File: config.mk
export PLATFORM = sky130hd
export DESIGN_NAME = ioppf_top
export DESIGN_NICKNAME = d
export VERILOG_FILES = /design/src/hw/ioppf_pkg.sv /design/src/hw/ioppf_top.sv
export SDC_FILE = /design/constraint.sdc
export NUM_CORES = 1
export LEC_CHECK = 0
export BUFFER_PORTS_ARGS = -buffer_cell sky130_fd_sc_hd__buf_2
export CAP_MARGIN = 30
export CORE_AREA = 2 2 147 149
export CTS_BUF_LIST = sky130_fd_sc_hd__clkbuf_8
export CTS_CLUSTER_SIZE = 28
export DETAILED_ROUTE_END_ITERATION = 6
export DIE_AREA = 0 0 149 151
export PLACE_DENSITY = 0.78
export SLEW_MARGIN = 20
export SYNTH_ARGS = -nofsm -noshare
export SYNTH_HDL_FRONTEND = slang
export SYNTH_SLANG_ARGS = --single-unit
File: constraint.sdc
create_clock -name pclk -period 1.7 [get_ports pclk]
set_input_delay 0.17 -clock pclk [delete_from_list [all_inputs] [get_ports pclk]]
set_output_delay 0.17 -clock pclk [all_outputs]
set_load 0.01 [all_outputs]
File: src/hw/ioppf_pkg.sv
/*
 Constants for the I/O port pin-function block: register map,
 field positions, reset values, strobe timing and state codes.
 Assumes a 20 MHz APB clock and byte-wide external memory.
*/
// Function
// one low data strobe per memory access
// memory drives read data before strobe rises
// address strobe pulses at each cycle start
// software floats strobes, ports 0 and 1
// read/write low only during external writes
// grounded rom-disable pin forces external fetch
// port 0 push-pull, nibbles I/O or address
// port 0 handshake uses P32 and P35
// port 2 per-bit direction, global drive mode
// port 2 handshake roles follow bit 7
// P31/P32 interrupts select rising/falling/both edges
// timer edge input from P31 or P20
// port 3 carries handshakes, interrupts, memory select
// timer and logic outputs routed by timer controls
// analog mode feeds comparators from P31, P32
// analog mode diverts P33 latch and interrupt
// digital P33 is input bit 3, raises interrupt
// stop mode powers both comparators down
// P31-P33 recover stop only in digital mode
// comparator outputs routable to P34, P37
// config bit 0 selects comparator or plain I/O
// P33 interrupt falls; P31, P32 both edges (code: P31, P32 use the edge_sel mode, falling at reset)
// config bit selects analog or digital port 3
`default_nettype none
package ioppf_pkg;
  // register byte offsets
  localparam logic [7:0] A_CFG = 8'h00;
  localparam logic [7:0] A_EDGE = 8'h04;
  localparam logic [7:0] A_P2DIR = 8'h08;
  localparam logic [7:0] A_TMR = 8'h0c;
  localparam logic [7:0] A_P0 = 8'h10;
  localparam logic [7:0] A_P2 = 8'h14;
  localparam logic [7:0] A_P3 = 8'h18;
  localparam logic [7:0] A_STAT = 8'h1c;
  // configuration register fields
  localparam int B_CMPOUT = 0;
  localparam int B_ANALOG = 1;
  localparam int B_TRI = 2;
  localparam int B_P0HS = 3;
  localparam int B_P2HS = 4;
  localparam int B_P0LOA = 5;
  localparam int B_P0HIA = 6;
  localparam int B_P2PP = 7;
  localparam int B_CTSEL = 8;
  localparam int B_STOP = 9;
  localparam int B_DMEN = 10;
  localparam int B_P0LOO = 11;
  localparam int B_P0HIO = 12;
  localparam int CFG_W = 13;
  localparam logic [12:0] CFG_RST = 13'h0000;
  // edge register: bits 7:6 pick the P31/P32 edge
  localparam int E_LO = 6;
  localparam logic [1:0] EDGE_FALL = 2'h0;
  localparam logic [1:0] EDGE_RISE = 2'h1;
  // timer routing fields
  localparam int T0_B = 0;
  localparam int T1_LO = 12;
  localparam int T2_B = 16;
  localparam logic [16:0] TMR_RST = 17'h00000;
  localparam logic [1:0] P36_T8 = 2'h1;
  localparam logic [1:0] P36_T16 = 2'h2;
  localparam logic [1:0] P36_LOGIC = 2'h3;
  // strobe timing
  localparam int CLK_MHZ = 20;
  localparam int AS_NS = 50;
  localparam int DS_NS = 100;
  localparam int AS_CYC = (AS_NS * CLK_MHZ + 999) / 1000;
  localparam int DS_CYC = (DS_NS * CLK_MHZ + 999) / 1000;
  // machine cycle states
  typedef enum logic [2:0] {
    MC_IDLE = 3'b000,
    MC_AS = 3'b001,
    MC_GAP = 3'b010,
    MC_DS = 3'b011,
    MC_END = 3'b100
  } ioppf_mc_e;
endpackage : ioppf_pkg
`default_nettype wire

File: src/hw/ioppf_top.sv
/*
 Pin-function logic: memory strobes, port 0/2 drive and handshake,
 port 3 routing of interrupts, timers and comparators, APB slave.
 Assumes pin inputs are asynchronous; core and timer inputs are on pclk.
*/
// Implementation choices: the APB interface to the registers and the register offsets.
`default_nettype none
module ioppf_top (
  input wire logic pclk,
  input wire logic presetn,
  input wire logic ce,
  input wire logic psel,
  input wire logic penable,
  input wire logic pwrite,
  input wire logic [7:0] paddr,
  input wire logic [31:0] pwdata,
  output logic [31:0] prdata,
  output logic pready,
  output logic pslverr,
  input wire logic mem_req,
  input wire logic mem_write,
  input wire logic mem_data_space,
  input wire logic [15:0] mem_addr,
  input wire logic [7:0] mem_wdata,
  output logic [7:0] mem_rdata,
  output logic mem_done,
  output logic cycle_address_strobe_n,
  output logic mem_transfer_strobe_n,
  output logic read_write,
  output logic strobe_oe_n,
  input wire logic [7:0] p0_in,
  output logic [7:0] p0_out,
  output logic [7:0] p0_oe_n,
  input wire logic [7:0] p1_in,
  output logic [7:0] p1_out,
  output logic [7:0] p1_oe_n,
  input wire logic [7:0] p2_in,
  output logic [7:0] p2_out,
  output logic [7:0] p2_oe_n,
  input wire logic [3:1] p3_in,
  output logic [7:4] p3_out,
  input wire logic rom_disable_in,
  output logic use_ext_rom,
  input wire logic [1:0] cmp_result,
  output logic cmp_power,
  input wire logic timer_eight_bit,
  input wire logic timer_sixteen_bit,
  input wire logic andor_out,
  output logic timer_edge_in,
  output logic ext_int_req_0,
  output logic ext_int_req_1,
  output logic ext_int_req_2,
  output logic [2:0] stop_recovery_select
);
  ////////////////////////////////////////////////////////////////
  // pin synchronisers
  localparam int NS = 32;
  logic [NS-1:0] raw; // all asynchronous pins
  logic [NS-1:0] s1; // first stage, read only by s2
  logic [NS-1:0] s2; // synchronised pins
  assign raw = {cmp_result, rom_disable_in, p3_in, p2_in, p1_in, p0_in, 2'h0};
  // two flops on every pin input
  always_ff @(posedge pclk or negedge presetn) begin
    if (!presetn) begin
      s1 <= 32'h20000000; // rom-disable pin idles high
      s2 <= 32'h20000000;
    end else if (ce) begin
      s1 <= raw;
      s2 <= s1;
    end
  end
  logic [7:0] p0_s; // port 0 pins
  logic [7:0] p1_s; // port 1 pins
  logic [7:0] p2_s; // port 2 pins
  logic [3:1] p3_s; // P31..P33
  logic rdis_s; // rom-disable pin
  logic [1:0] cmp_s; // comparator results
  assign p0_s = s2[9:2];
  assign p1_s = s2[17:10];
  assign p2_s = s2[25:18];
  assign p3_s = s2[28:26];
  assign rdis_s = s2[29];
  assign cmp_s = s2[31:30];
  logic [3:1] p3_d; // previous P31..P33 for edges
  always_ff @(posedge pclk or negedge presetn) begin
    if (!presetn) begin
      p3_d <= 3'h0;
    end else if (ce) begin
      p3_d <= p3_s;
    end
  end

  ////////////////////////////////////////////////////////////////
  // register file
  logic [12:0] cfg; // port configuration
  logic [1:0] edge_sel; // P31/P32 edge mode
  logic [7:0] p2_dir; // 1 = input
  logic [16:0] tmr; // timer routing bits
  logic [7:0] p0_lat; // port 0 output latch
  logic [7:0] p2_lat; // port 2 output latch
  logic [7:4] p3_lat; // port 3 output latch
  logic wr; // write takes effect
  logic rd; // read data captured, the cycle before ready
  assign wr = psel && penable && pwrite && pready;
  assign rd = psel && penable && !pwrite && !pready;
  logic analog; // port 3 analog mode
  logic stop_md; // stop mode entered
  assign analog = cfg[ioppf_pkg::B_ANALOG];
  assign stop_md = cfg[ioppf_pkg::B_STOP];
  // software writes
  always_ff @(posedge pclk or negedge presetn) begin
    if (!presetn) begin
      cfg <= ioppf_pkg::CFG_RST;
      edge_sel <= ioppf_pkg::EDGE_FALL;
      p2_dir <= 8'hff;
      tmr <= ioppf_pkg::TMR_RST;
      p0_lat <= 8'h00;
      p2_lat <= 8'h00;
      p3_lat <= 4'h0;
    end else if (ce && wr) begin
      case (paddr)
        ioppf_pkg::A_CFG: cfg <= pwdata[ioppf_pkg::CFG_W-1:0];
        ioppf_pkg::A_EDGE: edge_sel <= pwdata[ioppf_pkg::E_LO+:2];
        ioppf_pkg::A_P2DIR: p2_dir <= pwdata[7:0];
        ioppf_pkg::A_TMR: tmr <= pwdata[16:0];
        ioppf_pkg::A_P0: p0_lat <= pwdata[7:0];
        ioppf_pkg::A_P2: p2_lat <= pwdata[7:0];
        ioppf_pkg::A_P3: p3_lat <= pwdata[7:4];
        default: ;
      endcase
    end
  end

  ////////////////////////////////////////////////////////////////
  // handshakes
  logic p0_full; // port 0 byte latched, not yet read
  logic [7:0] p0_hold; // handshake-captured port 0 byte
  logic p2_full; // port 2 byte latched (input role)
  logic [7:0] p2_hold; // captured port 2 byte
  logic p2_dav_out; // port 2 output data valid (output role)
  logic p32_fall; // P32 data-available falling
  logic p31_fall; // P31 falling
  logic p31_rise; // P31 rising
  logic p2_in_role; // port 2 bit 7 is input
  assign p32_fall = p3_d[2] && !p3_s[2];
  assign p31_fall = p3_d[1] && !p3_s[1];
  assign p31_rise = !p3_d[1] && p3_s[1];
  assign p2_in_role = p2_dir[7];
  // input handshake capture; the read releases ready
  always_ff @(posedge pclk or negedge presetn) begin
    if (!presetn) begin
      p0_full <= 1'b0;
      p0_hold <= 8'h00;
      p2_full <= 1'b0;
      p2_hold <= 8'h00;
      p2_dav_out <= 1'b0;
    end else if (ce) begin
      if (cfg[ioppf_pkg::B_P0HS] && p32_fall && !p0_full) begin
        p0_full <= 1'b1;
        p0_hold <= p0_s;
      end else if (rd && paddr == ioppf_pkg::A_P0) begin
        p0_full <= 1'b0;
      end
      if (cfg[ioppf_pkg::B_P2HS] && p2_in_role && p31_fall && !p2_full) begin
        p2_full <= 1'b1;
        p2_hold <= p2_s;
      end else if (rd && paddr == ioppf_pkg::A_P2) begin
        p2_full <= 1'b0;
      end
      // output role: new data raises valid, ready rising drops it
      if (wr && paddr == ioppf_pkg::A_P2 && !p2_in_role) begin
        p2_dav_out <= 1'b1;
      end else if (p31_rise) begin
        p2_dav_out <= 1'b0;
      end
    end
  end

  ////////////////////////////////////////////////////////////////
  // external interrupts and timer input
  // edge match for the selectable-edge inputs
  function automatic logic edge_hit(input logic [1:0] m, input logic d, input logic s);
    case (m)
      ioppf_pkg::EDGE_FALL: edge_hit = d && !s;
      ioppf_pkg::EDGE_RISE: edge_hit = !d && s;
      default: edge_hit = d != s;
    endcase
  endfunction : edge_hit
  // one-cycle request pulses to the interrupt controller
  always_ff @(posedge pclk or negedge presetn) begin
    if (!presetn) begin
      ext_int_req_0 <= 1'b0;
      ext_int_req_1 <= 1'b0;
      ext_int_req_2 <= 1'b0;
      timer_edge_in <= 1'b0;
    end else if (ce) begin
      ext_int_req_0 <= edge_hit(edge_sel, p3_d[2], p3_s[2]);
      ext_int_req_2 <= edge_hit(edge_sel, p3_d[1], p3_s[1]);
      ext_int_req_1 <= !analog && p3_d[3] && !p3_s[3];
      timer_edge_in <= cfg[ioppf_pkg::B_CTSEL] ? p2_s[0] : p3_s[1];
    end
  end

  ////////////////////////////////////////////////////////////////
  // comparators and stop recovery sources
  always_ff @(posedge pclk or negedge presetn) begin
    if (!presetn) begin
      cmp_power <= 1'b0;
      use_ext_rom <= 1'b0;
      stop_recovery_select <= 3'h0;
    end else if (ce) begin
      cmp_power <= analog && !stop_md;
      use_ext_rom <= !rdis_s;
      stop_recovery_select <= analog ? 3'h0 : p3_s;
    end
  end
  logic [1:0] cmp_live; // comparator results while powered
  assign cmp_live = cmp_power ? cmp_s : 2'h0;

  ////////////////////////////////////////////////////////////////
  // external memory machine cycle
  ioppf_pkg::ioppf_mc_e mc; // cycle state
  logic [1:0] mcnt; // strobe width counter
  logic mc_wr; // current cycle writes
  logic mc_dm; // current cycle is data memory
  logic [15:0] mc_addr; // latched address
  logic [7:0] mc_wd; // latched write data
  // cycle sequencer
  always_ff @(posedge pclk or negedge presetn) begin
    if (!presetn) begin
      mc <= ioppf_pkg::MC_IDLE;
      mcnt <= 2'h0;
      mc_wr <= 1'b0;
      mc_dm <= 1'b0;
      mc_addr <= 16'h0000;
      mc_wd <= 8'h00;
    end else if (ce) begin
      case (mc)
        ioppf_pkg::MC_IDLE: begin
          if (mem_req) begin
            mc <= ioppf_pkg::MC_AS;
            mc_wr <= mem_write;
            mc_dm <= mem_data_space;
            mc_addr <= mem_addr;
            mc_wd <= mem_wdata;
            mcnt <= 2'(ioppf_pkg::AS_CYC - 1);
          end
        end
        ioppf_pkg::MC_AS: begin
          if (mcnt == 2'h0) begin
            mc <= ioppf_pkg::MC_GAP;
          end else begin
            mcnt <= mcnt - 2'h1;
          end
        end
        ioppf_pkg::MC_GAP: begin
          mc <= ioppf_pkg::MC_DS;
          mcnt <= 2'(ioppf_pkg::DS_CYC - 1);
        end
        ioppf_pkg::MC_DS: begin
          if (mcnt == 2'h0) begin
            mc <= ioppf_pkg::MC_END;
          end else begin
            mcnt <= mcnt - 2'h1;
          end
        end
        default: mc <= ioppf_pkg::MC_IDLE;
      endcase
    end
  end
  // strobes, direction and completion
  always_ff @(posedge pclk or negedge presetn) begin
    if (!presetn) begin
      cycle_address_strobe_n <= 1'b1;
      mem_transfer_strobe_n <= 1'b1;
      read_write <= 1'b1;
      strobe_oe_n <= 1'b0;
      mem_done <= 1'b0;
      mem_rdata <= 8'h00;
    end else if (ce) begin
      cycle_address_strobe_n <= !(mc == ioppf_pkg::MC_IDLE && mem_req);
      mem_transfer_strobe_n <= !(mc == ioppf_pkg::MC_GAP
                                 || (mc == ioppf_pkg::MC_DS && mcnt != 2'h0));
      read_write <= !(mc_wr && mc != ioppf_pkg::MC_IDLE
                      && mc != ioppf_pkg::MC_END) && !(mc == ioppf_pkg::MC_IDLE
                      && mem_req && mem_write);
      strobe_oe_n <= cfg[ioppf_pkg::B_TRI];
      mem_done <= mc == ioppf_pkg::MC_END;
      if (mc == ioppf_pkg::MC_END && !mc_wr) begin
        mem_rdata <= p1_s;
      end
    end
  end

  ////////////////////////////////////////////////////////////////
  // port drivers
  logic busy; // a machine cycle is in progress
  assign busy = mc != ioppf_pkg::MC_IDLE;
  logic [7:0] next_p0o; // port 0 level
  logic [7:0] next_p0e; // port 0 enables (low drives)
  // port 0 by nibble: address, output latch, or input
  always_comb begin
    next_p0o = p0_lat;
    next_p0e = 8'hff;
    if (cfg[ioppf_pkg::B_P0LOA]) begin
      next_p0o[3:0] = mc_addr[11:8];
      next_p0e[3:0] = 4'h0;
    end else if (cfg[ioppf_pkg::B_P0LOO]) begin
      next_p0e[3:0] = 4'h0;
    end
    if (cfg[ioppf_pkg::B_P0HIA]) begin
      next_p0o[7:4] = mc_addr[15:12];
      next_p0e[7:4] = 4'h0;
    end else if (cfg[ioppf_pkg::B_P0HIO]) begin
      next_p0e[7:4] = 4'h0;
    end
    if (cfg[ioppf_pkg::B_TRI]) begin
      next_p0e = 8'hff;
    end
  end
  logic [7:4] next_p3; // port 3 output levels
  // port 3 output selection, comparators first
  always_comb begin
    next_p3 = p3_lat;
    if (cfg[ioppf_pkg::B_CMPOUT]) begin
      next_p3[4] = cmp_live[0];
      next_p3[7] = cmp_live[1];
    end else if (cfg[ioppf_pkg::B_DMEN]) begin
      next_p3[4] = !(busy && mc_dm);
    end else if (tmr[ioppf_pkg::T0_B]) begin
      next_p3[4] = timer_eight_bit;
    end
    if (cfg[ioppf_pkg::B_P0HS]) begin
      next_p3[5] = !p0_full;
    end else if (tmr[ioppf_pkg::T2_B]) begin
      next_p3[5] = timer_sixteen_bit;
    end
    if (cfg[ioppf_pkg::B_P2HS]) begin
      next_p3[6] = p2_in_role ? !p2_full : !p2_dav_out;
    end else begin
      case (tmr[ioppf_pkg::T1_LO+:2])
        ioppf_pkg::P36_T8: next_p3[6] = timer_eight_bit;
        ioppf_pkg::P36_T16: next_p3[6] = timer_sixteen_bit;
        ioppf_pkg::P36_LOGIC: next_p3[6] = andor_out;
        default: next_p3[6] = p3_lat[6];
      endcase
    end
  end
  // registered pin drive
  always_ff @(posedge pclk or negedge presetn) begin
    if (!presetn) begin
      p0_out <= 8'h00;
      p0_oe_n <= 8'hff;
      p1_out <= 8'h00;
      p1_oe_n <= 8'hff;
      p2_out <= 8'h00;
      p2_oe_n <= 8'hff;
      p3_out <= 4'h0;
    end else if (ce) begin
      p0_out <= next_p0o;
      p0_oe_n <= next_p0e;
      p3_out <= next_p3;
      // port 1: address at cycle start, write data after
      p1_out <= (mc == ioppf_pkg::MC_IDLE) ? mem_addr[7:0] : mc_wd;
      p1_oe_n <= {8{cfg[ioppf_pkg::B_TRI] || !((mc == ioppf_pkg::MC_IDLE && mem_req)
                 || (busy && mc_wr))}};
      p2_out <= p2_lat;
      for (int i = 0; i < 8; i++) begin
        p2_oe_n[i] <= p2_dir[i] || !(cfg[ioppf_pkg::B_P2PP] || !p2_lat[i]);
      end
    end
  end

  ////////////////////////////////////////////////////////////////
  // APB read path and completion
  logic [31:0] next_rd; // read mux
  logic hit; // address is mapped
  always_comb begin
    next_rd = 32'h0;
    hit = 1'b1;
    case (paddr)
      ioppf_pkg::A_CFG: next_rd = {19'h0, cfg};
      ioppf_pkg::A_EDGE: next_rd = {24'h0, edge_sel, 6'h0};
      ioppf_pkg::A_P2DIR: next_rd = {24'h0, p2_dir};
      ioppf_pkg::A_TMR: next_rd = {15'h0, tmr};
      ioppf_pkg::A_P0: next_rd = {24'h0, cfg[ioppf_pkg::B_P0HS] ? p0_hold : p0_s};
      ioppf_pkg::A_P2: next_rd = {24'h0, p2_full ? p2_hold : p2_s};
      ioppf_pkg::A_P3: next_rd = {24'h0, p3_lat, analog ? 1'b0 : p3_s[3],
                                  p3_s[2:1], 1'b0};
      ioppf_pkg::A_STAT: next_rd = {25'h0, p2_dav_out, p2_full, p0_full,
                                    use_ext_rom, cmp_live, cmp_power};
      default: hit = 1'b0;
    endcase
  end
  // one wait state, then ready
  always_ff @(posedge pclk or negedge presetn) begin
    if (!presetn) begin
      pready <= 1'b0;
      pslverr <= 1'b0;
      prdata <= 32'h0;
    end else if (ce) begin
      pready <= psel && penable && !pready;
      pslverr <= psel && penable && !pready && !hit;
      if (rd) begin
        prdata <= next_rd;
      end
    end
  end
endmodule : ioppf_top
`default_nettype wire

# --- After elaboration in Yosys (flattened, before gate mapping) ---
# Cells that the tools add are included.
word_totals:
  ff_bits: 274
  in_bits: 106
  output_inout_bits: 108
  latch_bits: 0
  mem_count: 0
  rom_bits: 0
  ram_bits: 0
op_classes:
  div: 0
  reduce_logical: 118
  order_cmp: 0
  eq_ne: 22
  n_mul: 0
  shift: 0
  n_addsub: 1
  bitwise_logic: 0
  mux: 40
op_table:
  columns: ["op", "count"]
  rows:
  - ["one-hot mux 17 bit (8 select lines)", 1]
  - ["logical NOT 1 bit", 38]
  - ["equality test 8 x 5 -> 1 bit (second input constant)", 4]
  - ["logical AND 1 bit", 32]
  - ["2-to-1 mux 8 bit", 4]
  - ["AND reduction 2 bit", 14]
  - ["2-to-1 mux 4 bit", 6]
  - ["logical OR 1 bit", 19]
  - ["2-to-1 mux 1 bit", 17]
  - ["equality test 8 x 4 -> 1 bit (second input constant)", 2]
  - ["2-to-1 mux 3 bit", 4]
  - ["one-hot mux 3 bit (4 select lines)", 1]
  - ["equality test 8 x 3 -> 1 bit (second input constant)", 1]
  - ["logical NOT 8 bit", 1]
  - ["inequality test 2 bit (second input constant)", 4]
  - ["AND reduction 4 bit", 2]
  - ["nonzero test 2 bit", 4]
  - ["OR reduction 8 bit", 1]
  - ["equality test 3 x 2 -> 1 bit (second input constant)", 2]
  - ["2-to-1 mux 2 bit", 3]
  - ["one-hot mux 2 bit (3 select lines)", 1]
  - ["nonzero test 3 bit", 2]
  - ["equality test 2 x 1 -> 1 bit (second input constant)", 2]
  - ["equality test 2 bit (second input constant)", 2]
  - ["other kinds (11)", 14]

# --- Logic depth before layout (Yosys ltp) ---
# Gate-level depths: netlist of the first run.
depth:
  word_depth: 7
  mapped_depth: 6

# --- Least setup slack after synthesis of the first run ---
# OpenSTA, ideal clock, no wires.
synth_path:
  path_kind: "register -> register"
  from: "register pready"
  to: "register p2_lat[0]"
  setup_time_ns: 0.125
  path_stages_with_launch: 5
  slack_ns: -0.128
  path_buffers: 1
  arrival_time_ns: 1.703
  synth_period_minus_slack_ns: 1.828
  cell_sequence: "dfrtp_1 > clkbuf_1 > nand3_1 > nor3_2 > mux2_2"
synth_between:
  elab_chain_len: 3
synth_lines:
  columns: ["item", "line", "text"]
  rows:
  - ["start: declaration", "ioppf_top.sv:18", "output logic pready,"]
  - ["start signal: assignment", "ioppf_top.sv:402", "pready <= psel && penable && !pready;"]
  - ["logical AND 1 bit", "ioppf_top.sv:104", "assign wr = psel && penable && pwrite && pready;"]
  - ["logical AND 1 bit", "ioppf_top.sv:120", "end else if (ce && wr) begin"]
  - ["AND reduction 2 bit (no source line)", null, null]
  - ["end signal: assignment", "ioppf_top.sv:127", "ioppf_pkg::A_P2: p2_lat <= pwdata[7:0];"]
  - ["end: declaration", "ioppf_top.sv:100", "logic [7:0] p2_lat;"]
# Every way passes these cells.
# A chain may end at the register's enable or synchronous reset.

# --- Worst setup path in the final report of the first run ---
layout_path:
  from: "register cfg[3]"
  to: "register prdata[0]"
layout_between:
  elab_chain_len: 2
layout_lines:
  columns: ["item", "line", "text"]
  rows:
  - ["start: declaration", "ioppf_top.sv:95", "logic [12:0] cfg;"]
  - ["start signal: assignment", "ioppf_top.sv:113", "cfg <= ioppf_pkg::CFG_RST;"]
  - ["start signal: assignment", "ioppf_top.sv:122", "ioppf_pkg::A_CFG: cfg <= pwdata[ioppf_pkg::CFG_W-1:0];"]
  - ["2-to-1 mux 8 bit", "ioppf_top.sv:386", "ioppf_pkg::A_P0: next_rd = {24'h0, cfg[ioppf_pkg::B_P0HS] ? p0_hold : p0_s};"]
  - ["one-hot mux 17 bit (8 select lines)", "ioppf_top.sv:381", "case (paddr)"]
  - ["end signal: assignment", "ioppf_top.sv:405", "prdata <= next_rd;"]
  - ["end: declaration", "ioppf_top.sv:17", "output logic [31:0] prdata,"]
# Every way passes these cells.

==> metrics.txt, run 1 <==
# TYPE chip_impl_metric gauge
chip_impl_metric{name="start_util",unit="%"} 51.6
chip_impl_metric{name="synthesis.area_per_instance",unit="sq um"} 12.9
chip_impl_metric{name="die_h",unit="um"} 151
chip_impl_metric{name="post_route_cells_drive_above_1_share",unit="%"} 45.7
chip_impl_metric{name="dieArea",unit="sq um"} 22500
chip_impl_metric{name="globalRouteOverflowTotal",unit=""} 0
chip_impl_metric{name="areaGrowthSynthToFinish",unit="%"} 29.9
chip_impl_metric{name="grt_max_degree",unit=""} 59
chip_impl_metric{name="worst_clk_skew",unit="ns"} 0.0272
chip_impl_metric{name="share_of_flip_flops_with_an_asynchronous_set_or_reset_after_synthesis",unit="%"} 100
chip_impl_metric{name="coreArea",unit="sq um"} 20800
chip_impl_metric{name="max-slew-margin-rel",unit="%"} 63.4
chip_impl_metric{name="multi_input_combinational_cell_area",unit="sq um"} 4200
chip_impl_metric{name="instance_count_after_placement_with_tap_cells_included",unit=""} 1302
chip_impl_metric{name="fp-row-count",unit=""} 53
chip_impl_metric{name="synth_compound_gate_area_share",unit="%"} 7.43
chip_impl_metric{name="peak_ir_drop_on_the_vdd_network",unit="V"} 0.000747
chip_impl_metric{name="postSynthRegisterBits",unit=""} 245
chip_impl_metric{name="fin_cells",unit=""} 1450
chip_impl_metric{name="chipWidth",unit="um"} 149
chip_impl_metric{name="cts.path.max_buffers",unit=""} 3
chip_impl_metric{name="num-fill-cells",unit=""} 1534
chip_impl_metric{name="finalCritPeriodShare",unit="%"} 94.0
chip_impl_metric{name="powerDensity",unit="nW/um^2"} 1060
chip_impl_info{name="beginning_of_the_critical_path",value="cfg[3]"} 1
chip_impl_metric{name="critical_path.max_fanout",unit=""} 4
chip_impl_metric{name="layout_setup_ws",unit="ns"} 0.102
chip_impl_info{name="synth.area.top_cells",value="sky130_fd_sc_hd__dfrtp_1, sky130_fd_sc_hd__mux2_2, sky130_fd_sc_hd__dfstp_2"} 1
chip_impl_metric{name="clk_pin_slew",unit="ns"} 0.07
chip_impl_metric{name="final_period_minus_worst_setup_slack",unit="ns"} 1.60
chip_impl_metric{name="maxCapViolCount",unit=""} 0
chip_impl_info{name="clock_tree.root_cell",value="sky130_fd_sc_hd__clkbuf_8"} 1
chip_impl_metric{name="yosysSeqAreaShare",unit="%"} 57.3
chip_impl_metric{name="layout.cell_area.non_filler",unit="sq um"} 14000
chip_impl_info{name="endpoint",value="prdata[0]"} 1
chip_impl_metric{name="route.final.wire_length",unit="mm"} 26.9
chip_impl_metric{name="placement.cell_area",unit="sq um"} 12400
chip_impl_metric{name="post-layout-total-power",unit="mW"} 14.7
chip_impl_metric{name="post-synth-top-area-fraction",unit="%"} 51.5
chip_impl_metric{name="synth_enable_flop_cells",unit=""} 0
chip_impl_info{name="result_of_the_run",value="completed"} 1
chip_impl_metric{name="first_global_vias",unit=""} 8016
chip_impl_info{name="worst_setup_path_end_kind",value="flop"} 1
chip_impl_metric{name="gr-usage-all-layers",unit="%"} 24.2
chip_impl_info{name="timing.rr.start",value="cfg[3]"} 1
chip_impl_metric{name="number_of_instances_in_the_synthesized_netlist",unit=""} 835
chip_impl_info{name="startpoint_types",value="flop"} 1
chip_impl_metric{name="yosysWarnings",unit=""} 0
chip_impl_info{name="final_cell_mix",value="sky130_fd_sc_hd__dfrtp_1, sky130_fd_sc_hd__buf_2, sky130_fd_sc_hd__mux2_2"} 1
chip_impl_metric{name="hold_slack",unit="ns"} 0.0418
chip_impl_metric{name="wire_length_of_the_first_global_routing_pass",unit="mm"} 42.6
chip_impl_metric{name="numPortBuffers",unit=""} 183
chip_impl_metric{name="cp.arrival",unit="ns"} 2.00
chip_impl_info{name="tritoncts",value="done"} 1
chip_impl_metric{name="worst_margin_slew",unit="ns"} 0.549
chip_impl_metric{name="post_route_utilization",unit="%"} 67.0
chip_impl_metric{name="synth.distinct_cells",unit=""} 63
chip_impl_info{name="hp-class",value="input pin to flop"} 1
chip_impl_metric{name="maxClockFrequency",unit="MHz"} 626
chip_impl_metric{name="worstRegToRegCells",unit=""} 5
chip_impl_info{name="yosys.area.top_type",value="sky130_fd_sc_hd__dfrtp_1"} 1
chip_impl_metric{name="synth-xor-area-share",unit="%"} 0
chip_impl_metric{name="ff_latch_area",unit="sq um"} 6160
chip_impl_metric{name="tritoncts_num_sinks",unit=""} 245
chip_impl_metric{name="required",unit="ns"} 2.10
chip_impl_info{name="most_common_library_cell_in_the_layout_ignoring_fill_and_taps",value="sky130_fd_sc_hd__dfrtp_1"} 1
chip_impl_metric{name="io-pin-count",unit=""} 214
chip_impl_metric{name="via_count",unit=""} 7744
chip_impl_metric{name="timing.final.hold_violations",unit=""} 0
chip_impl_metric{name="power.static_leakage",unit="nW"} 6.66
chip_impl_metric{name="clk-insertion-delay-late",unit="ns"} 0.55
chip_impl_info{name="dominant_combinational_cell_family_by_area_after_synthesis",value="multiplexers"} 1
chip_impl_metric{name="drt_drc_violations_left",unit=""} 0
chip_impl_metric{name="setup.reg_to_reg.worst_slack",unit="ns"} 0.10
chip_impl_metric{name="dp_hpwl",unit="mm"} 18.4
chip_impl_metric{name="muxShareOfSynthArea",unit="%"} 23.2
chip_impl_metric{name="grt_antenna_before_repair",unit=""} 0
chip_impl_metric{name="synthesis.area",unit="sq um"} 10700
chip_impl_info{name="crit-reg2reg-capture",value="prdata[0]"} 1
chip_impl_metric{name="detail-route-antenna-nets",unit=""} 0
chip_impl_info{name="dominantRegCellSynth",value="sky130_fd_sc_hd__dfrtp_1"} 1
chip_impl_metric{name="placement.setup.worst_slack",unit="ns"} -0.177
chip_impl_metric{name="wl_per_cell",unit="um"} 18.5
chip_impl_metric{name="synth_simple_gate_area_share",unit="%"} 6.91
chip_impl_metric{name="routed_via_density",unit=""} 5.34
chip_impl_metric{name="drt_first_iter_violations",unit=""} 366
chip_impl_metric{name="finalWeightedCongestion",unit=""} 0.887
chip_impl_metric{name="cts_max_level",unit=""} 2
chip_impl_metric{name="post_synthesis_adder_cell_area_fraction",unit="%"} 0.582
chip_impl_metric{name="setup_viol",unit=""} 0
chip_impl_metric{name="final-max-slew-violation-count",unit=""} 0
chip_impl_metric{name="tns",unit="ns"} 0
chip_impl_info{name="critical_path_class",value="flop to flop"} 1
chip_impl_metric{name="drtPass1Iterations",unit=""} 5
chip_impl_metric{name="nets",unit=""} 1255
chip_impl_metric{name="clock_buffer_count_from_cts",unit=""} 41
## repair_timing
item	in CTS	in global routing
gates resized for setup	3	2
hold endpoints to repair	339	0
setup endpoints to repair	3	3
pin swaps	0	1
hold buffers	74	0
cloned	0	0
setup buffers	0	0
## cell usage after synthesis, drive strengths merged, types with 2 or more instances
library cell  count
a2111oi           3
a211oi            4
a21oi            49
a222oi            2
a22o              4
a22oi             6
and3              3
buf              46
clkbuf           25
dfrtp           221
dfstp            24
ha                5
inv              22
mux2            181
mux2i            41
mux4              2
nand2            27
nand2b            5
nand3            10
nand3b            5
nand4             4
nand4b            2
nor2             53
nor2b             6
nor3             13
nor4              3
nor4b             3
o211ai            4
o21a              2
o21ai            23
o22ai             6
o31ai             8
o41ai             2
or4b              2
## cell families after synthesis
logic type,Yosys count
mux,224
simple gates,140
fa+ha+maj,5
other cells,1
compound gates,127
flops,245
buf+inv,93
## worst min-delay path by stage
stage | startpoint | to | slack [ns] | cells past startpoint
6_report | pwdata[6] | edge_sel[0] | 0.04 | 2
5_1_grt | pwdata[6] | edge_sel[0] | 0.03 | 2
4_1_cts | pwdata[6] | p0_lat[6] | 0.0006 | 2
3_5_place_dp | presetn | p0_out[5] | 0.09 | 1
3_3_place_gp | presetn | p0_out[2] | 0.09 | 1
2_1_floorplan | presetn | cfg[0] | -0.13 | 0
## critical path, stage by stage, from the launching register on
cell	delay, ns
sky130_fd_sc_hd__dfrtp_2	0.45
sky130_fd_sc_hd__buf_4	0.15
sky130_fd_sc_hd__mux2i_1	0.21
sky130_fd_sc_hd__o2bb2ai_1	0.09
sky130_fd_sc_hd__a2111oi_1	0.43
sky130_fd_sc_hd__o21ai_0	0.13
## flip-flops by register name, indices dropped and copies added, names as in the netlist, 3 cells and up
name                  flops
p3_d                      3
mem_rdata                 8
p2_lat                    8
p2_dir                    8
p2_oe_n                   8
tmr                      17
p0_out                    8
mc_addr                   8
prdata                   17
p1_out                    8
s1                       30
p3_out                    4
p0_lat                    8
p3_lat                    4
stop_recovery_select      3
p2_out                    8
p2_hold                   8
p0_hold                   8
cfg                      13
mc_wd                     8
mc                        3
s2                       30
## power by group
part           total, mW  leakage (nW)  switching (mW)  internal, mW
Clock               5.20         0.482            2.34          2.86
Sequential          7.06          3.10           0.470          6.59
Combinational       2.47          3.08            1.22          1.25
## layer usage
layer	share of wire [%]	track usage, %	vias up
li1	-	-	3600
met1	43	32.8	3849
met2	49	39.7	238
met3	5.3	4.40	57
met4	2.9	8.29	0
met5	0	0	-
## area by class of cell
class                      instances  area share (%)
tap                              275            2.46
timing repair buffer             323            16.7
clock inverter                    19           0.690
clock buffer                      54            5.32
multi-input combinational        511            30.1
inverter                          22           0.592
sequential                       245            44.1
antenna                            1          0.0179
No activity file was read; power rests on OpenSTA's default activity.
==> run 2: changes to the inputs <==
- clock period: 1.7 -> 1.32 ns (I/O delays scaled with it)
==> run 2 against run 1 <==
Against the previous run:
- the run now ends with setup timing left
- worst hold slack better by 0.0039 ns
- clock skew hardly changed
- global-route usage is 2.6 points higher
- register-to-register slack worse by 0.35 ns
- routed wire length is 18% higher
- non-clock buffer count is 76 higher
- via count is 8.7% higher
==> metrics.txt, run 2 (synthesis gave the netlist of run 1 again) <==
# TYPE chip_impl_metric gauge
chip_impl_metric{name="clock_buffer_count_from_cts",unit=""} 42
chip_impl_metric{name="routed_via_density",unit=""} 5.51
chip_impl_metric{name="route.final.wire_length",unit="mm"} 31.6
chip_impl_metric{name="final-max-slew-violation-count",unit=""} 0
chip_impl_info{name="clock_tree.root_cell",value="sky130_fd_sc_hd__clkbuf_8"} 1
chip_impl_metric{name="fp-row-count",unit=""} 53
chip_impl_info{name="most_common_library_cell_in_the_layout_ignoring_fill_and_taps",value="sky130_fd_sc_hd__dfrtp_1"} 1
chip_impl_info{name="rsz_0062_raised_after_global_routing",value="true"} 1
chip_impl_metric{name="instance_count_after_placement_with_tap_cells_included",unit=""} 1344
chip_impl_metric{name="powerDensity",unit="nW/um^2"} 1280
chip_impl_metric{name="start_util",unit="%"} 51.6
chip_impl_metric{name="finalCritPeriodShare",unit="%"} 119
chip_impl_metric{name="wl_per_cell",unit="um"} 20.7
chip_impl_info{name="violations",value="setup timing"} 1
chip_impl_metric{name="clk_pin_slew",unit="ns"} 0.06
chip_impl_metric{name="timing.final.hold_violations",unit=""} 0
chip_impl_metric{name="clk-insertion-delay-late",unit="ns"} 0.55
chip_impl_metric{name="critical_path.max_fanout",unit=""} 6
chip_impl_metric{name="required",unit="ns"} 1.73
chip_impl_metric{name="io-pin-count",unit=""} 214
chip_impl_info{name="reg_top3",value="s1 (30), s2 (30)"} 1
chip_impl_metric{name="drtPass1Iterations",unit=""} 5
chip_impl_info{name="startpoint_types",value="flop"} 1
chip_impl_metric{name="coreArea",unit="sq um"} 20800
chip_impl_metric{name="worst_margin_slew",unit="ns"} 0.494
chip_impl_metric{name="power.static_leakage",unit="nW"} 7.36
chip_impl_metric{name="drt_drc_violations_left",unit=""} 0
chip_impl_info{name="timing.critical_path.slowest_stage_cell",value="sky130_fd_sc_hd__dfrtp_2"} 1
chip_impl_metric{name="dp_hpwl",unit="mm"} 19.9
chip_impl_metric{name="worst_clk_skew",unit="ns"} 0.0272
chip_impl_info{name="tritoncts",value="done"} 1
chip_impl_metric{name="tritoncts_num_sinks",unit=""} 245
chip_impl_info{name="worst_setup_path_end_kind",value="flop"} 1
chip_impl_metric{name="first_global_vias",unit=""} 8663
chip_impl_info{name="hp-class",value="input pin to flop"} 1
chip_impl_metric{name="finalWeightedCongestion",unit=""} 0.903
chip_impl_metric{name="hold_slack",unit="ns"} 0.0458
chip_impl_metric{name="maxCapViolCount",unit=""} 0
chip_impl_metric{name="numPortBuffers",unit=""} 183
chip_impl_metric{name="placement.cell_area",unit="sq um"} 12900
chip_impl_info{name="path_cells",value="buf_6, nand4_4, nor2_4, clkbuf_16, mux2_4"} 1
chip_impl_metric{name="layout.cell_area.non_filler",unit="sq um"} 15500
chip_impl_metric{name="wire_length_of_the_first_global_routing_pass",unit="mm"} 46.9
chip_impl_metric{name="nets",unit=""} 1332
chip_impl_info{name="result_of_the_run",value="complete, but fails checks"} 1
chip_impl_metric{name="post_route_cells_drive_above_1_share",unit="%"} 52.8
chip_impl_metric{name="drt_first_iter_violations",unit=""} 491
chip_impl_metric{name="placement.setup.worst_slack",unit="ns"} -0.392
chip_impl_metric{name="dieArea",unit="sq um"} 22500
chip_impl_metric{name="final_period_minus_worst_setup_slack",unit="ns"} 1.56
chip_impl_metric{name="via_count",unit=""} 8421
chip_impl_metric{name="setup.reg_to_reg.worst_slack",unit="ns"} -0.24
chip_impl_metric{name="chipWidth",unit="um"} 149
chip_impl_metric{name="globalRouteOverflowTotal",unit=""} 0
chip_impl_metric{name="maxClockFrequency",unit="MHz"} 639
chip_impl_metric{name="fin_cells",unit=""} 1527
chip_impl_metric{name="grt_antenna_before_repair",unit=""} 1
chip_impl_metric{name="layout_setup_ws",unit="ns"} -0.245
chip_impl_metric{name="max-slew-margin-rel",unit="%"} 66.6
chip_impl_metric{name="cp_slowest_stage_delay",unit="ns"} 0.43
chip_impl_metric{name="areaGrowthSynthToFinish",unit="%"} 44.4
chip_impl_metric{name="gr-usage-all-layers",unit="%"} 26.8
chip_impl_metric{name="peak_ir_drop_on_the_vdd_network",unit="V"} 0.000901
chip_impl_info{name="final_cell_mix",value="sky130_fd_sc_hd__dfrtp_1, sky130_fd_sc_hd__buf_2, sky130_fd_sc_hd__mux2_2"} 1
chip_impl_metric{name="die_h",unit="um"} 151
chip_impl_metric{name="detail-route-antenna-nets",unit=""} 0
chip_impl_metric{name="setup_viol",unit=""} 137
chip_impl_info{name="critical_path_class",value="flop to flop"} 1
chip_impl_metric{name="cts_max_level",unit=""} 2
chip_impl_metric{name="cts.path.max_buffers",unit=""} 3
chip_impl_metric{name="cp.arrival",unit="ns"} 1.98
chip_impl_metric{name="grt_max_degree",unit=""} 81
==> run 2: cell count changes in the layout (fill, tap and decap cells not counted), moves of 5 or more <==
cell / delta
sky130_fd_sc_hd__buf_6: +52
sky130_fd_sc_hd__inv_1: +5
sky130_fd_sc_hd__ha_1: -5
sky130_fd_sc_hd__clkbuf_8: -5
sky130_fd_sc_hd__mux2i_2: +6
sky130_fd_sc_hd__mux2_2: -73
sky130_fd_sc_hd__buf_4: +44
sky130_fd_sc_hd__buf_2: -29
sky130_fd_sc_hd__mux2i_1: -8
sky130_fd_sc_hd__nor2_4: +6
sky130_fd_sc_hd__mux2_4: +73
==> run 2: worst max-delay path: cells and delay by family (launching register included) <==
family	cells	cell delay [ns]
flip-flops	1	0.43
buffers and inverters	2	0.32
multiplexers	1	0.30
AND/OR/NAND/NOR	2	0.38
==> run 2: layer usage <==
| layer | global-route usage [%] | up-vias | part of all wire (%) |
|---|---|---|---|
| met5 | 0 | - | 0 |
| met4 | 10.5 | 0 | 3.5 |
| met2 | 44.6 | 373 | 50 |
| met1 | 35.1 | 4221 | 40 |
| li1 | - | 3739 | - |
| met3 | 5.00 | 88 | 7.0 |
==> run 2: final cells by class <==
| type | instances | area, sq um |
|---|---|---|
| Sequential cell | 245 | 6170 |
| Tap cell | 275 | 344 |
| Antenna cell | 1 | 2.50 |
| Multi-Input combinational cell | 511 | 4850 |
| Fill cell | 1320 | 5310 |
| Clock buffer | 49 | 674 |
| Inverter | 22 | 82.6 |
| Timing Repair Buffer | 399 | 3290 |
| Clock inverter | 25 | 110 |
==> run 2: power breakdown <==
part	switching (mW)	leakage, nW	internal [mW]	total [mW]
Clock	3.10	0.470	3.38	6.48
Combinational	1.92	3.79	2.33	4.25
Sequential	0.630	3.10	8.49	9.12
Total	5.65	7.36	14.2	19.8
==> run 2: worst paths after layout <==
path                                   start  depth (start not counted)         to
min in group asynchronous            presetn                          2  p3_lat[6]
max in group asynchronous            presetn                          3     pready
max                                   pready                          5     tmr[3]
min                        timer_sixteen_bit                          4  p3_out[5]
max reg2reg                           pready                          5     tmr[3]
min reg2reg                        p3_out[4]                          1  p3_out[4]
==> run 2: timing repair <==
action | 4_1_cts | 5_1_grt
endpoints found under the setup margin | 139 | 148
setup buffers | 18 | 13
hold buffers | 74 | 0
gates cloned | 1 | 3
pin swaps | 31 | 26
resized for setup | 108 | 67
hold endpoints to repair | 345 | 0
==> run 2: metrics by stage <==
stage | utilization, % | TNS, ns | total power, mW
after floorplan | - | -19.38 | 11.1
after global routing | 74.5 | -23.21 | 20.8
final | 74.5 | -17.28 | 19.8
after global placement | 61.9 | -27.06 | 12.3
after detailed placement | 61.9 | -30.52 | 12.5
after CTS | 72.2 | -14.23 | 19.4
==> run 3: changes to the inputs <==
- GPL_ROUTABILITY_DRIVEN: default -> 0
- MAX_ROUTING_LAYER: default -> met4
==> run 3 against run 2 <==
Against the previous run:
- the flow still finishes with violations (setup timing)
- global-route usage is 0.96 points higher
- clock-buffer cell count is 7 higher
- via count is 1.3% higher
- critical path type unchanged
==> metrics.txt, run 3 (synthesis gave the netlist of run 1 again) <==
# TYPE chip_impl_metric gauge
chip_impl_info{name="hp-class",value="input pin to flop"} 1
chip_impl_metric{name="dp_hpwl",unit="mm"} 18.8
chip_impl_metric{name="wl_per_cell",unit="um"} 21.1
chip_impl_metric{name="final_period_minus_worst_setup_slack",unit="ns"} 1.59
chip_impl_metric{name="drtPass1Iterations",unit=""} 6
chip_impl_metric{name="worstRegToRegCells",unit=""} 6
chip_impl_metric{name="drt_drc_violations_left",unit=""} 0
chip_impl_metric{name="layout_setup_ws",unit="ns"} -0.275
chip_impl_metric{name="maxCapViolCount",unit=""} 0
chip_impl_metric{name="max-slew-margin-rel",unit="%"} 45.3
chip_impl_metric{name="cp.arrival",unit="ns"} 2.01
chip_impl_metric{name="areaGrowthSynthToFinish",unit="%"} 44.8
chip_impl_metric{name="power.static_leakage",unit="nW"} 7.32
chip_impl_info{name="cp_top_family",value="compound AO/OA/AOI/OAI gates"} 1
chip_impl_info{name="violations",value="setup timing"} 1
chip_impl_metric{name="numPortBuffers",unit=""} 183
chip_impl_metric{name="powerDensity",unit="nW/um^2"} 1290
chip_impl_metric{name="clock_power_share",unit="%"} 34.3
chip_impl_metric{name="gr-usage-all-layers",unit="%"} 27.8
chip_impl_metric{name="globalRouteOverflowTotal",unit=""} 0
chip_impl_metric{name="grt_antenna_before_repair",unit=""} 0
chip_impl_info{name="most_common_library_cell_in_the_layout_ignoring_fill_and_taps",value="sky130_fd_sc_hd__dfrtp_1"} 1
chip_impl_metric{name="worst_margin_slew",unit="ns"} 0.813
chip_impl_metric{name="netSwitchingPower",unit="mW"} 5.61
chip_impl_info{name="beginning_of_the_critical_path",value="p2_full"} 1
chip_impl_metric{name="final-max-slew-violation-count",unit=""} 0
chip_impl_info{name="critical_path_class",value="flop to flop"} 1
chip_impl_metric{name="placement.cell_area",unit="sq um"} 12800
chip_impl_metric{name="start_util",unit="%"} 51.6
chip_impl_metric{name="antenna_cells_inserted",unit=""} 0
chip_impl_info{name="clock_tree.root_cell",value="sky130_fd_sc_hd__clkbuf_8"} 1
chip_impl_info{name="result_of_the_run",value="complete, but fails checks"} 1
chip_impl_metric{name="route.final.wire_length",unit="mm"} 32.2
chip_impl_metric{name="timing.final.hold_violations",unit=""} 0
chip_impl_metric{name="tritoncts_num_sinks",unit=""} 245
chip_impl_metric{name="chipWidth",unit="um"} 149
chip_impl_metric{name="multi_input_combinational_cell_area",unit="sq um"} 4860
chip_impl_metric{name="die_h",unit="um"} 151
chip_impl_metric{name="detail-route-antenna-nets",unit=""} 0
chip_impl_metric{name="worst_clk_skew",unit="ns"} 0.0215
chip_impl_info{name="hp-start",value="timer_sixteen_bit"} 1
chip_impl_metric{name="comb_power_share",unit="%"} 20.3
chip_impl_metric{name="ff_latch_area",unit="sq um"} 6170
chip_impl_metric{name="dieArea",unit="sq um"} 22500
chip_impl_info{name="final_cell_mix",value="sky130_fd_sc_hd__dfrtp_1, sky130_fd_sc_hd__buf_2, sky130_fd_sc_hd__mux2_2"} 1
chip_impl_info{name="rsz_0062_raised_after_global_routing",value="true"} 1
chip_impl_metric{name="cell_internal_pwr",unit="mW"} 14.5
chip_impl_metric{name="post_route_cells_drive_above_1_share",unit="%"} 53.6
chip_impl_metric{name="maxClockFrequency",unit="MHz"} 627
chip_impl_info{name="reg_top3",value="s1 (30), s2 (30)"} 1
chip_impl_metric{name="finalCritPeriodShare",unit="%"} 121
chip_impl_metric{name="cp_slowest_stage_delay",unit="ns"} 0.45
chip_impl_metric{name="clk-insertion-delay-late",unit="ns"} 0.56
chip_impl_metric{name="clock_buffer_count_from_cts",unit=""} 41
chip_impl_info{name="crit_path_frequent_cell",value="sky130_fd_sc_hd__buf_6"} 1
chip_impl_metric{name="share_seq_of_total_power",unit="%"} 45.3
chip_impl_info{name="timing.rr.start",value="p2_full"} 1
chip_impl_metric{name="cp_num_buf_inv",unit=""} 2
chip_impl_metric{name="cts.path.max_buffers",unit=""} 3
chip_impl_metric{name="required",unit="ns"} 1.73
chip_impl_metric{name="num-fill-cells",unit=""} 1246
chip_impl_metric{name="peak_ir_drop_on_the_vdd_network",unit="V"} 0.000940
chip_impl_metric{name="clk_pin_slew",unit="ns"} 0.06
chip_impl_metric{name="post-layout-total-power",unit="mW"} 20.1
chip_impl_metric{name="drt_first_iter_violations",unit=""} 652
chip_impl_metric{name="coreArea",unit="sq um"} 20800
chip_impl_metric{name="grt_max_degree",unit=""} 82
chip_impl_metric{name="worstHoldPathCells",unit=""} 4
chip_impl_metric{name="fp-row-count",unit=""} 53
chip_impl_info{name="worst_setup_path_end_kind",value="flop"} 1
chip_impl_metric{name="critical_path_depth",unit=""} 6
chip_impl_metric{name="nets",unit=""} 1326
chip_impl_metric{name="critical_path.max_fanout",unit=""} 5
chip_impl_metric{name="setup_viol",unit=""} 125
chip_impl_info{name="tritoncts",value="done"} 1
chip_impl_info{name="path_cells",value="buf_6, buf_6, mux2i_2, o21ai_1, a2111oi_2, nor2_1"} 1
chip_impl_info{name="timing.critical_path.slowest_stage_cell",value="sky130_fd_sc_hd__dfrtp_2"} 1
chip_impl_metric{name="wire_length_of_the_first_global_routing_pass",unit="mm"} 47.1
chip_impl_metric{name="first_global_vias",unit=""} 8771
chip_impl_metric{name="via_count",unit=""} 8530
chip_impl_info{name="startpoint_types",value="flop"} 1
chip_impl_metric{name="switching_share_of_total_power",unit="%"} 27.9
chip_impl_metric{name="routed_via_density",unit=""} 5.60
chip_impl_metric{name="cts_max_level",unit=""} 2
chip_impl_metric{name="layout.cell_area.non_filler",unit="sq um"} 15600
chip_impl_metric{name="io-pin-count",unit=""} 214
run 3: final timing paths:
kind	to	slack [ns]
max reg2reg	prdata[7]	-0.27
max	prdata[7]	-0.27
min in group asynchronous	p2_out[6]	0.18
min	p3_out[5]	0.10
max in group asynchronous	p2_out[0]	0.38
min reg2reg	p3_out[4]	0.48
run 3: worst register-to-register path, cell delays in order, from the launching register on:
cell                        delay [ns]
sky130_fd_sc_hd__dfrtp_2          0.45
sky130_fd_sc_hd__buf_6            0.14
sky130_fd_sc_hd__buf_6            0.10
sky130_fd_sc_hd__mux2i_2          0.22
sky130_fd_sc_hd__o21ai_1          0.13
sky130_fd_sc_hd__a2111oi_2        0.37
sky130_fd_sc_hd__nor2_1           0.08
run 3: metrics by stage:
stage               utilization (%)  setup WS (ns)  setup TNS, ns  hold slack, ns  std cells
floorplan                         -         -0.417         -19.38          -0.164        849
global placement               61.3         -0.362         -30.63         -0.0479       1327
detailed placement             61.3         -0.411         -34.01         -0.0484       1327
CTS                            72.7         -0.256         -13.51         -0.0565       1500
global route                   74.7         -0.328         -23.10           0.101       1522
finish                         74.7         -0.275         -17.35           0.101       1522
run 3: metal layers:
metal / global-route usage, % / part of all wire, % / vias to the layer above
met5: - / 0 / -
met4: 12.4 / 5.0 / 0
met3: 5.33 / 7.0 / 138
met2: 44.3 / 49 / 442
met1: 34.8 / 39 / 4229
li1: - / - / 3721
run 3: layout make-up:
type	instances	share of cell area [%]
repair buffers	394	20.8
clock buffers	56	4.96
clock inverters	19	0.555
well taps	275	2.21
flip-flops and latches	245	39.7
inverters	22	0.531
multi-input cells	511	31.3
run 3: power by group through the flow:
stage | combinational, mW | clock [mW] | sequential (mW)
2_1_floorplan | 1.91 | 0 | 9.18
3_3_place_gp | 3.09 | 0 | 9.14
3_5_place_dp | 3.19 | 0 | 9.18
4_1_cts | 3.58 | 7.01 | 9.09
5_1_grt | 4.43 | 7.42 | 9.22
6_report | 4.09 | 6.91 | 9.11
run 3: what timing repair did:
item,4_1_cts,5_1_grt
setup buffers,21,26
gates cloned,2,4
hold endpoints to repair,362,0
resized for setup,136,67
setup endpoints to repair,141,147
pin swaps,38,35
hold buffers,76,0
